--- config.mk ---
export PLATFORM = sky130hd
export DESIGN_NAME = sddi_top
export DESIGN_NICKNAME = d
export VERILOG_FILES = /design/src/design/sddi_pkg.sv /design/src/design/sddi_top.sv /design/src/design/sddi_debounce.sv
export SDC_FILE = /design/constraint.sdc
export NUM_CORES = 1
export LEC_CHECK = 0
export BUFFER_PORTS_ARGS = -buffer_cell sky130_fd_sc_hd__buf_4
export CAP_MARGIN = 0
export CORE_MARGIN = 2
export CORE_UTILIZATION = 60
export DETAILED_ROUTE_END_ITERATION = 10
export GPL_ROUTABILITY_DRIVEN = 1
export GPL_TIMING_DRIVEN = 0
export PLACE_DENSITY_LB_ADDON = 0.05
export SETUP_SLACK_MARGIN = 0.02
export SYNTH_ARGS = -nofsm -noshare
export SYNTH_HDL_FRONTEND = slang
export SYNTH_HIERARCHICAL = 1
export SYNTH_SLANG_ARGS = --single-unit
--- constraint.sdc ---
create_clock -name i_clk -period 3.2 [get_ports i_clk]
set_clock_uncertainty 0.2 [all_clocks]
set_input_delay 0.32 -clock i_clk [delete_from_list [all_inputs] [get_ports i_clk]]
set_output_delay 0.32 -clock i_clk [all_outputs]
set_load 0.03 [all_outputs]
--- src/design/sddi_pkg.sv ---
// package for the four-axis step/direction drive interface
// assumes a single 20 MHz clock domain
package sddi_pkg;
   localparam int NUM_AXES = 4;
   localparam int SW_PER_AXIS = 5;
   localparam int NUM_SW = 20;
   localparam int CLK_HZ = 20000000;
   // settling time in microseconds, least figure rounds up
   localparam int SETTLE_US = 1000;
   localparam int TRIG_SETTLE_US = 100;
   localparam int SETTLE_CYC = (SETTLE_US * (CLK_HZ / 1000000));
   localparam int TRIG_SETTLE_CYC = (TRIG_SETTLE_US * (CLK_HZ / 1000000));
   // process image bit positions
   localparam int IMG_SW_LO = 32;
   localparam int IMG_SW_HI = 51;
   localparam int IMG_W = 64;
   // default function of each switch within an axis group
   localparam int FN_POS_LIMIT = 0;
   localparam int FN_NEG_LIMIT = 1;
   localparam int FN_HOME = 2;
   localparam int FN_STOP = 3;
   localparam int FN_CAPTURE = 4;
   localparam int PWM_W = 8;
   localparam logic [PWM_W-1:0] PWM_RST = 8'h00;
   localparam int STEP_W = 16;
   localparam logic [STEP_W-1:0] STEP_HIGH_CYC = 16'h000A;
   localparam logic [STEP_W-1:0] DIR_SETUP_CYC = 16'h0004;

   typedef enum logic [3:0] {
      SDDI_IDLE  = 4'b0001,
      SDDI_SETUP = 4'b0010,
      SDDI_HIGH  = 4'b0100,
      SDDI_LOW   = 4'b1000
   } sddi_step_st_t;

   typedef struct packed {
      logic motor_temp_warning_b;
      logic driver_temp_warning_b;
      logic rotation_monitor_error_b;
      logic ready_b;
   } sddi_ctrl_in_t;

   typedef struct packed {
      logic step;
      logic dir;
      logic enable;
      logic pwm;
   } sddi_ctrl_out_t;
endpackage

--- src/design/sddi_top.sv ---
// four-axis step/direction drive interface with switch input image
// assumes one 20 MHz clock; switch and controller status pins asynchronous, active-low inputs
// Functional notes
// - one step pulse per commanded step; rising edge advances motor one step
// - direction settles before each step rising edge
// - enable drives power controller; axis unavailable until ready seen
// - pwm duty sets current zero to full nominal
// - any temperature or rotation fault on any axis lights error indicator
// - motor temperature and rotation faults never stop or alter motion
// - twenty switch inputs, five per axis, default function remappable
// - switches appear in process image bits 32 to 51
// - bit 32 is axis one positive limit, functions follow per axis
// - switches debounced, trigger inputs with one tenth settling time
`timescale 1ns/1ps
module sddi_top #(
   parameter int NAXES = sddi_pkg::NUM_AXES,
   parameter int SETTLE = sddi_pkg::SETTLE_CYC,
   parameter int TRIG_SETTLE = sddi_pkg::TRIG_SETTLE_CYC
) (
   input wire logic i_clk,
   input wire logic i_rst_b,
   input wire logic [NAXES-1:0] i_step_req,
   input wire logic [NAXES-1:0] i_step_dir,
   input wire logic [NAXES-1:0] i_axis_enable,
   input wire logic [NAXES*sddi_pkg::PWM_W-1:0] i_pwm_duty,
   input wire sddi_pkg::sddi_ctrl_in_t [NAXES-1:0] i_ctrl,
   input wire logic [sddi_pkg::NUM_SW-1:0] i_switch_b,
   input wire logic [sddi_pkg::NUM_SW*5-1:0] i_switch_map,
   output sddi_pkg::sddi_ctrl_out_t [NAXES-1:0] o_ctrl,
   output logic [NAXES-1:0] o_step_busy,
   output logic [NAXES-1:0] o_axis_ready,
   output logic [NAXES-1:0] o_axis_fault,
   output logic o_error_led,
   output logic [sddi_pkg::IMG_W-1:0] o_image
);
   import sddi_pkg::*;

   logic [NUM_SW-1:0] sw_level;
   logic [NUM_SW-1:0] img_sw_ff, nxt_img_sw;
   logic error_ff, nxt_error;
   logic [PWM_W-1:0] pwm_cnt_ff, nxt_pwm_cnt;

   // switch debouncing; trigger inputs settle faster for capture accuracy
   genvar s;
   generate
      for (s = 0; s < NUM_SW; s++) begin : g_sw
         localparam int ST = ((s % SW_PER_AXIS) == FN_CAPTURE) ? TRIG_SETTLE : SETTLE;
         sddi_debounce #(.SETTLE(ST)) u_db (
            .i_clk(i_clk),
            .i_rst_b(i_rst_b),
            .i_pin_b(i_switch_b[s]),
            .o_level(sw_level[s])
         );
      end
   endgenerate

   // map field s selects which physical input feeds image bit s; identity is default
   always_comb begin
      logic [4:0] sel;
      sel = 5'h00;
      nxt_img_sw = '0;
      for (int i = 0; i < NUM_SW; i++) begin
         sel = i_switch_map[i*5 +: 5];
         if (sel < 5'(NUM_SW)) begin
            nxt_img_sw[i] = sw_level[sel];
         end
      end
   end

   always_ff @(posedge i_clk or negedge i_rst_b) begin
      if (!i_rst_b) begin
         img_sw_ff <= '0;
      end else begin
         img_sw_ff <= nxt_img_sw;
      end
   end
   assign o_image = {{(IMG_W-IMG_SW_HI-1){1'b0}}, img_sw_ff, {IMG_SW_LO{1'b0}}};

   // shared pwm ramp: duty ff..ff reads as full scale
   always_comb begin
      nxt_pwm_cnt = (pwm_cnt_ff == {PWM_W{1'b1}}) ? PWM_RST : pwm_cnt_ff + 1'b1;
   end

   logic [NAXES-1:0] fault_any;
   genvar a;
   generate
      for (a = 0; a < NAXES; a++) begin : g_ax
         sddi_step_st_t st_ff, nxt_st;
         logic [STEP_W-1:0] tmr_ff, nxt_tmr;
         logic dir_ff, nxt_dir, en_ff, nxt_en, pwm_ff, nxt_pwm;
         logic [3:0] m1_ff, m2_ff;
         logic [PWM_W-1:0] duty;
         logic rdy;
         assign duty = i_pwm_duty[a*PWM_W +: PWM_W];
         assign rdy = m2_ff[0] & en_ff;
         always_comb begin
            nxt_st = st_ff;
            nxt_tmr = tmr_ff;
            nxt_dir = dir_ff;
            nxt_en = i_axis_enable[a];
            // full duty forced high so 100% really reaches nominal current
            nxt_pwm = (duty == {PWM_W{1'b1}}) ? 1'b1 : (pwm_cnt_ff < duty);
            // faults deliberately absent here: only ready and enable gate steps
            unique case (st_ff)
               SDDI_IDLE: begin
                  if (i_step_req[a] && rdy) begin
                     nxt_dir = i_step_dir[a];
                     nxt_tmr = DIR_SETUP_CYC;
                     nxt_st = SDDI_SETUP;
                  end
               end
               SDDI_SETUP: begin
                  nxt_tmr = tmr_ff - 1'b1;
                  if (tmr_ff == 16'h0001) begin
                     nxt_tmr = STEP_HIGH_CYC;
                     nxt_st = SDDI_HIGH;
                  end
               end
               SDDI_HIGH: begin
                  nxt_tmr = tmr_ff - 1'b1;
                  if (tmr_ff == 16'h0001) begin
                     nxt_tmr = STEP_HIGH_CYC;
                     nxt_st = SDDI_LOW;
                  end
               end
               SDDI_LOW: begin
                  nxt_tmr = tmr_ff - 1'b1;
                  if (tmr_ff == 16'h0001) begin
                     nxt_st = SDDI_IDLE;
                  end
               end
               default: begin
                  nxt_st = SDDI_IDLE;
               end
            endcase
         end
         always_ff @(posedge i_clk or negedge i_rst_b) begin
            if (!i_rst_b) begin
               st_ff <= SDDI_IDLE;
               tmr_ff <= '0;
               dir_ff <= 1'b0;
               en_ff <= 1'b0;
               pwm_ff <= 1'b0;
               m1_ff <= '0;
               m2_ff <= '0;
            end else begin
               st_ff <= nxt_st;
               tmr_ff <= nxt_tmr;
               dir_ff <= nxt_dir;
               en_ff <= nxt_en;
               pwm_ff <= nxt_pwm;
               // order: ready, rotation, driver temp, motor temp
               m1_ff <= ~{i_ctrl[a].motor_temp_warning_b, i_ctrl[a].driver_temp_warning_b,
                          i_ctrl[a].rotation_monitor_error_b, i_ctrl[a].ready_b};
               m2_ff <= m1_ff;
            end
         end
         assign o_ctrl[a].step = (st_ff == SDDI_HIGH);
         assign o_ctrl[a].dir = dir_ff;
         assign o_ctrl[a].enable = en_ff;
         assign o_ctrl[a].pwm = pwm_ff;
         assign o_step_busy[a] = (st_ff != SDDI_IDLE);
         assign o_axis_ready[a] = rdy;
         assign fault_any[a] = |m2_ff[3:1];
         assign o_axis_fault[a] = fault_any[a];
      end
   endgenerate

   always_comb begin
      nxt_error = |fault_any;
   end

   always_ff @(posedge i_clk or negedge i_rst_b) begin
      if (!i_rst_b) begin
         error_ff <= 1'b0;
         pwm_cnt_ff <= PWM_RST;
      end else begin
         error_ff <= nxt_error;
         pwm_cnt_ff <= nxt_pwm_cnt;
      end
   end
   assign o_error_led = error_ff;
endmodule

--- src/design/sddi_debounce.sv ---
// one synchronised, inverted and debounced switch input
// assumes an asynchronous active-low pin
`timescale 1ns/1ps
module sddi_debounce #(
   parameter int SETTLE = 20000
) (
   input wire logic i_clk,
   input wire logic i_rst_b,
   input wire logic i_pin_b,
   output logic o_level
);
   import sddi_pkg::*;
   localparam int CW = $clog2(SETTLE + 1);
   localparam logic [CW-1:0] CNT_END = CW'(SETTLE - 1);
   logic meta_ff, sync_ff, level_ff, nxt_level;
   logic [CW-1:0] cnt_ff, nxt_cnt;

   always_comb begin
      nxt_cnt = cnt_ff;
      nxt_level = level_ff;
      // level must stand unchanged for the settling time
      if (sync_ff == level_ff) begin
         nxt_cnt = '0;
      end else if (cnt_ff == CNT_END) begin
         nxt_cnt = '0;
         nxt_level = sync_ff;
      end else begin
         nxt_cnt = cnt_ff + 1'b1;
      end
   end

   always_ff @(posedge i_clk or negedge i_rst_b) begin
      if (!i_rst_b) begin
         meta_ff <= 1'b0;
         sync_ff <= 1'b0;
         level_ff <= 1'b0;
         cnt_ff <= '0;
      end else begin
         meta_ff <= ~i_pin_b;
         sync_ff <= meta_ff;
         level_ff <= nxt_level;
         cnt_ff <= nxt_cnt;
      end
   end
   assign o_level = level_ff;
endmodule

; ---- After elaboration in Yosys (flattened, before gate mapping)
; Cells that the tools add are included.
[word_totals]
output_inout_bits = 93
inputBits = 182
word_cells = 499
regBits = 497
[op_classes]
eq_ne = 85
muxes = 137
n_lt_le_gt_ge = 44
n_reduce_logical = 49
n_addsub = 25
bitwise = 48
[op_table]
columns = operator, count
row1 = $mux W15, 32
row2 = $add A15 B1 Y15 const B, 16
row3 = $eq A15 B15 Y1 const B, 16
row4 = $pmux W16 S3, 4
row5 = $mux W16, 8
row6 = $lt A5 B6 Y1 const B, 20
row7 = $bmux W1 S5, 20
row8 = $lt A5 B5 Y1 const B, 20
row9 = $mux W11, 8
row10 = $eq A16 B1 Y1 const B, 4
row11 = $mux W4, 16
row12 = $pmux W4 S4, 4
row13 = $sub A16 B1 Y16 const B, 4
row14 = $reduce_and A2 Y1, 28
row15 = $add A11 B1 Y11 const B, 4
row16 = $eq A11 B11 Y1 const B, 4
row17 = $mux W1, 44
row18 = $eq A8 B8 Y1 const B, 5
row19 = $not A1 Y1, 40
row20 = $lt A8 B8 Y1, 4
row21 = $ne A2 B2 Y1 const B, 12
row22 = $eq A1 B1 Y1, 20
row23 = $eq A4 B1 Y1 const B, 4
row24 = $eq A4 B2 Y1 const B, 4
row25 = other kinds (14), 47

; ---- Longest topological paths before layout
[depth]
depth_word = 4
depth_mapped = 9
mapped_depth_nobuf = 7

; ---- By module
; The synthesis kept the hierarchy.
[modules_own_cells]
columns = mod, area_per_inst_um2, n_inst, cells_per_inst
row1 = sddi_debounce (g_sw[0].u_db ...), 840.8, 16, 82
row2 = sddi_top, 11659.9, 1, 1199
row3 = sddi_debounce (g_sw[14].u_db ...), 640.6, 4, 63

; ---- Least setup slack after synthesis
; OpenSTA, ideal clock, no wires.
[synth_path]
kind = register -> register
startpoint = register g_ax[3].st_ff[1]
endpoint = register g_ax[3].tmr_ff[0]
setup_slack_ps = 658
setup_ps = 125
period_less_slack_ps = 2542
path_stages_with_launch = 8
path_buffers = 3
arrival_ps = 2218
cell_sequence = dfrtp_1 > buf_2 > or4b_1 > or2_2 > clkbuf_1 > and2_0 > buf_2 > mux2_2
[synth_between]
elab_chain_cells = 4
word_cells_on_any_way = 9
classes_between = eq/ne (5) / mux (1) / reduce/logical (3)
[synth_lines]
columns = item, line
row1 = from (decl), sddi_top.sv:88  ; sddi_step_st_t st_ff, nxt_st;
row2 = from (signal assigned), sddi_top.sv:147  ; st_ff <= nxt_st;
row3 = $eq A4 B3 Y1 or $eq A4 B2 Y1 (tied branches), sddi_top.sv:104  ; unique case (st_ff)
row4 = $reduce_or A2 Y1 (no source line), n/a
row5 = $reduce_bool A3 Y1 (no source line), n/a
row6 = $reduce_and A2 Y1 (no source line), n/a
row7 = to (signal assigned), sddi_top.sv:148  ; tmr_ff <= nxt_tmr;
row8 = to (decl), sddi_top.sv:89  ; logic [STEP_W-1:0] tmr_ff, nxt_tmr;
; Several ways; a longest one is shown, not always the timed one.
; A chain may end at the register's enable or synchronous reset.

; ---- Final worst setup path
[layout_path]
startpoint = register g_sw[5].u_db.level_ff
endpoint = register img_sw_ff[6]
[layout_between]
elab_chain_cells = 3
[layout_lines]
columns = item, line
row1 = from (decl), sddi_debounce.sv:15  ; logic meta_ff, sync_ff, level_ff, nxt_level;
row2 = from (signal assigned), sddi_debounce.sv:41  ; level_ff <= nxt_level;
row3 = $bmux W1 S5, sddi_top.sv:65  ; nxt_img_sw[i] = sw_level[sel];
row4 = $mux W1 (not written as such), sddi_top.sv:65
row5 = $mux W1, sddi_top.sv:64  ; if (sel < 5'(NUM_SW)) begin
row6 = named net nxt_img_sw[6], sddi_top.sv:39  ; logic [NUM_SW-1:0] img_sw_ff, nxt_img_sw;
row7 = to (signal assigned), sddi_top.sv:74  ; img_sw_ff <= nxt_img_sw;
row8 = to (decl), sddi_top.sv:39
; The timed path passes the listed nets, and every way through them passes these cells. The select of a mux whose other input is x is not followed.

==> results.json <==
{
  "status": "finished, final reports clean",
  "setup_viol": 0,
  "num_rows": 78,
  "fin_crit_ns": 2.91,
  "crit_type": "flop to flop",
  "drt-initial-drc-count": 1590,
  "pwr-share-clk_pct": 43.4,
  "vias": 21992,
  "final_cell_mix": "493 x dfrtp_1, 410 x nor2_1, 273 x buf_4, 212 x xnor2_1, 190 x inv_1",
  "totalWireLength_um": 66700,
  "cp-end-kind": "flop",
  "wl_per_cell_um": 17.4,
  "postCtsHoldBufs": 104,
  "vdd_drop_max_v": 0.000505,
  "ys_warn_count": 6,
  "switchingPower_mw": 3.62,
  "clock_latency_ns": 0.61,
  "fp.dieArea_um2": 47900,
  "whs_ns": 0.0397,
  "postRouteAntennaNets": 0,
  "dp.cells": 3620,
  "crit_required_ns": 3.49,
  "final_max_slew_viol_count": 0,
  "clkSinkCount": 497,
  "combinationalPowerShare_pct": 10.9,
  "cts_tree": "done",
  "use_met1_pct": 36.6,
  "ios": 275,
  "intPower_mw": 11.0,
  "met3_usage_pct": 6.18,
  "initial_core_util_pct": 60.9,
  "rsz0062_at_grt": "false",
  "path_clk_slew_ns": 0.06,
  "port_buffers": 210,
  "die_w_um": 219,
  "layout.nets": 3419,
  "yosys.area.top_type": "dfrtp_1",
  "synthCells": 2763,
  "final_cell_area_um2": 33200,
  "seq_area_frac_synth_pct": 45.0,
  "synth_edf_count": 0,
  "period_share_pct": 91.0,
  "arrival_ns": 3.20,
  "dr.pass1.iters": 7,
  "async_flop_share_pct": 100,
  "swShare_pct": 24.7,
  "place_hpwl_um": 46400,
  "max_cap_violations": 0,
  "grt_pass1_vias": 21756,
  "grt_max_degree": 124,
  "cts_made_buffers": 54,
  "yosys_most_used_dff": "dfrtp_1",
  "areaGrowthSynthToFinish_pct": 19.8,
  "p_leak_nw": 14.3,
  "placed_cell_area_um2": 30300,
  "hold_path.class": "primary input to flop",
  "fmax_mhz": 344,
  "syn_area_per_cell_um2": 10.0,
  "hold_viol": 0,
  "worstMarginPinSlew_ns": 0.934,
  "die_h_um": 219,
  "antenna_found_initial": 16,
  "grt_first_pass_wirelength_um": 108000,
  "place_ws_ns": 0.513,
  "synth_top_area_share_pct": 44.6,
  "stdcell_count": 3828,
  "root_buffer": "clkbuf_16",
  "synth.top_cells.by_area": "dfrtp_1 45%, xnor2_1 6.7%, mux4_2 6.7%, nor2_1 5.6%, ha_1 2.6%",
  "grt_usage_pct": 28.0,
  "detail_route.vias_per_cell": 5.75,
  "clk_path_buf_depth": 3,
  "p_seq_share_pct": 45.7,
  "slew-limit-headroom_pct": 37.7,
  "ctsResizeCount": 0,
  "synthesis.area_um2": 27700,
  "final_common_cell": "dfrtp_1",
  "crit_fanout": 10,
  "fp.coreArea_um2": 45500,
  "route.detailed.drc": 0,
  "drive_gt1_share_pct": 18.4,
  "grt_overflow_total": 0,
  "grt_use_met2_pct": 45.9,
  "busiest_layer": "met2",
  "ys_seq_elements": 497,
  "htreeDepth": 2,
  "power.density_nw_per_um2": 442,
  "place_congestion": 0.859,
  "setup_slack_ns": 0.289,
  "post_cts_buffers": 0,
  "synth_cell_types": 77,
  "start_kind": "flop"
}
## area by class of cell
cell class                      count  area [µm²]
Tap cell                          600         751
Fill cell                        3304       12300
Clock inverter                     23         274
Inverter                          190         713
Antenna cell                        7        17.5
Timing Repair Buffer              318        2740
Multi-Input combinational cell   1950       13700
Clock buffer                       74        1540
Buffer                            169        1010
Sequential cell                   497       12400
## routing by layer
layer  part of all wire (%)  wire length (µm)  vias up
met5                   0.16               110        -
met2                     48             31900      640
met4                    3.2              2130       16
li1                       -                 -    10475
met3                    7.0              4650      164
met1                     42             27900    10697
## metrics by stage
step,utilization (%),TNS [ns],power (mW)
3_5_place_dp,66.6,0,8.29
5_1_grt,72.9,0,15.2
6_report,72.9,0,14.6
4_1_cts,72.9,0,14.8
2_1_floorplan,-,0,7.69
3_3_place_gp,66.3,-1705.82,8.21
## synthesized netlist by cell type (10+ instances only)
| cell | n |
|---|---|
| and3_1 | 13 |
| or4_1 | 29 |
| clkbuf_1 | 77 |
| or3_1 | 49 |
| buf_4 | 64 |
| buf_6 | 16 |
| mux2_2 | 26 |
| nand4_1 | 70 |
| o22ai_1 | 11 |
| a21oi_1 | 83 |
| buf_2 | 10 |
| nor2_1 | 410 |
| xor2_1 | 48 |
| nand3_1 | 139 |
| a21o_1 | 16 |
| or4b_1 | 20 |
| nand2b_2 | 16 |
| o31ai_1 | 40 |
| ha_1 | 57 |
| nor4_1 | 67 |
| inv_1 | 190 |
| o21a_1 | 12 |
| o221ai_1 | 10 |
| xnor2_1 | 212 |
| a211oi_1 | 18 |
| mux4_2 | 82 |
| a31oi_1 | 20 |
| dfrtp_1 | 493 |
| o21ai_0 | 60 |
| nand2b_1 | 18 |
| or4_4 | 18 |
| nor3_1 | 65 |
| or2_2 | 12 |
| mux2i_1 | 33 |
| nand2_1 | 128 |
| mux2_4 | 16 |
## sequential cells by signal (all words and copies together), names as in the netlist, 16 cells and up
name               cells
g_ax.m1_ff            16
g_sw.u_db/cnt_ff     284
g_ax.m2_ff            16
img_sw_ff             20
g_ax.tmr_ff           64
g_sw.u_db/sync_ff     20
g_ax.st_ff            16
g_sw.u_db/o_level     20
g_sw.u_db/meta_ff     20
## power groups by stage
| stage | logic [mW] | clock network (mW) | registers, mW |
|---|---|---|---|
| 2_1_floorplan | 0.921 | 0 | 6.77 |
| 3_3_place_gp | 1.43 | 0 | 6.78 |
| 3_5_place_dp | 1.50 | 0 | 6.79 |
| 4_1_cts | 1.60 | 6.50 | 6.68 |
| 5_1_grt | 1.77 | 6.76 | 6.71 |
| 6_report | 1.60 | 6.36 | 6.69 |
## path summary, 6_finish.rpt
path | start | slack (ns) | depth (start not counted) | to
worst max register to register | g_sw[5].u_db/o_level | 0.29 | 6 | img_sw_ff[6]
worst min register to register | g_ax[2].m1_ff[1] | 0.15 | 0 | g_ax[2].m2_ff[1]
worst max-delay path | g_sw[5].u_db/o_level | 0.29 | 6 | img_sw_ff[6]
worst min-delay path | i_pwm_duty[15] | 0.04 | 6 | g_ax[1].pwm_ff
min in group asynchronous | i_rst_b | 0.10 | 2 | g_sw[10].u_db/cnt_ff[12]
max in group asynchronous | i_rst_b | 0.81 | 5 | g_sw[5].u_db/cnt_ff[13]
## worst max-delay path: stages, from the launching register on
cell and delay [ns]:
dfrtp_1 0.48, clkbuf_1 0.39, mux4_2 0.59, mux2_2 0.28
o22ai_1 0.17, o31ai_1 0.10, dlygate4sd3_1 0.58
## logic make-up after synthesis
family / Yosys count / synth area share, %
compound gates: 322 / 7.64
xor+xnor: 260 / 8.23
fa+ha+maj: 57 / 2.58
buf+inv: 359 / 6.22
flops: 497 / 45.0
mux: 161 / 9.96
other cells: 1 / 0.0135
simple gates: 1106 / 20.4
Note: power is estimated with default switching activity, not from simulation.
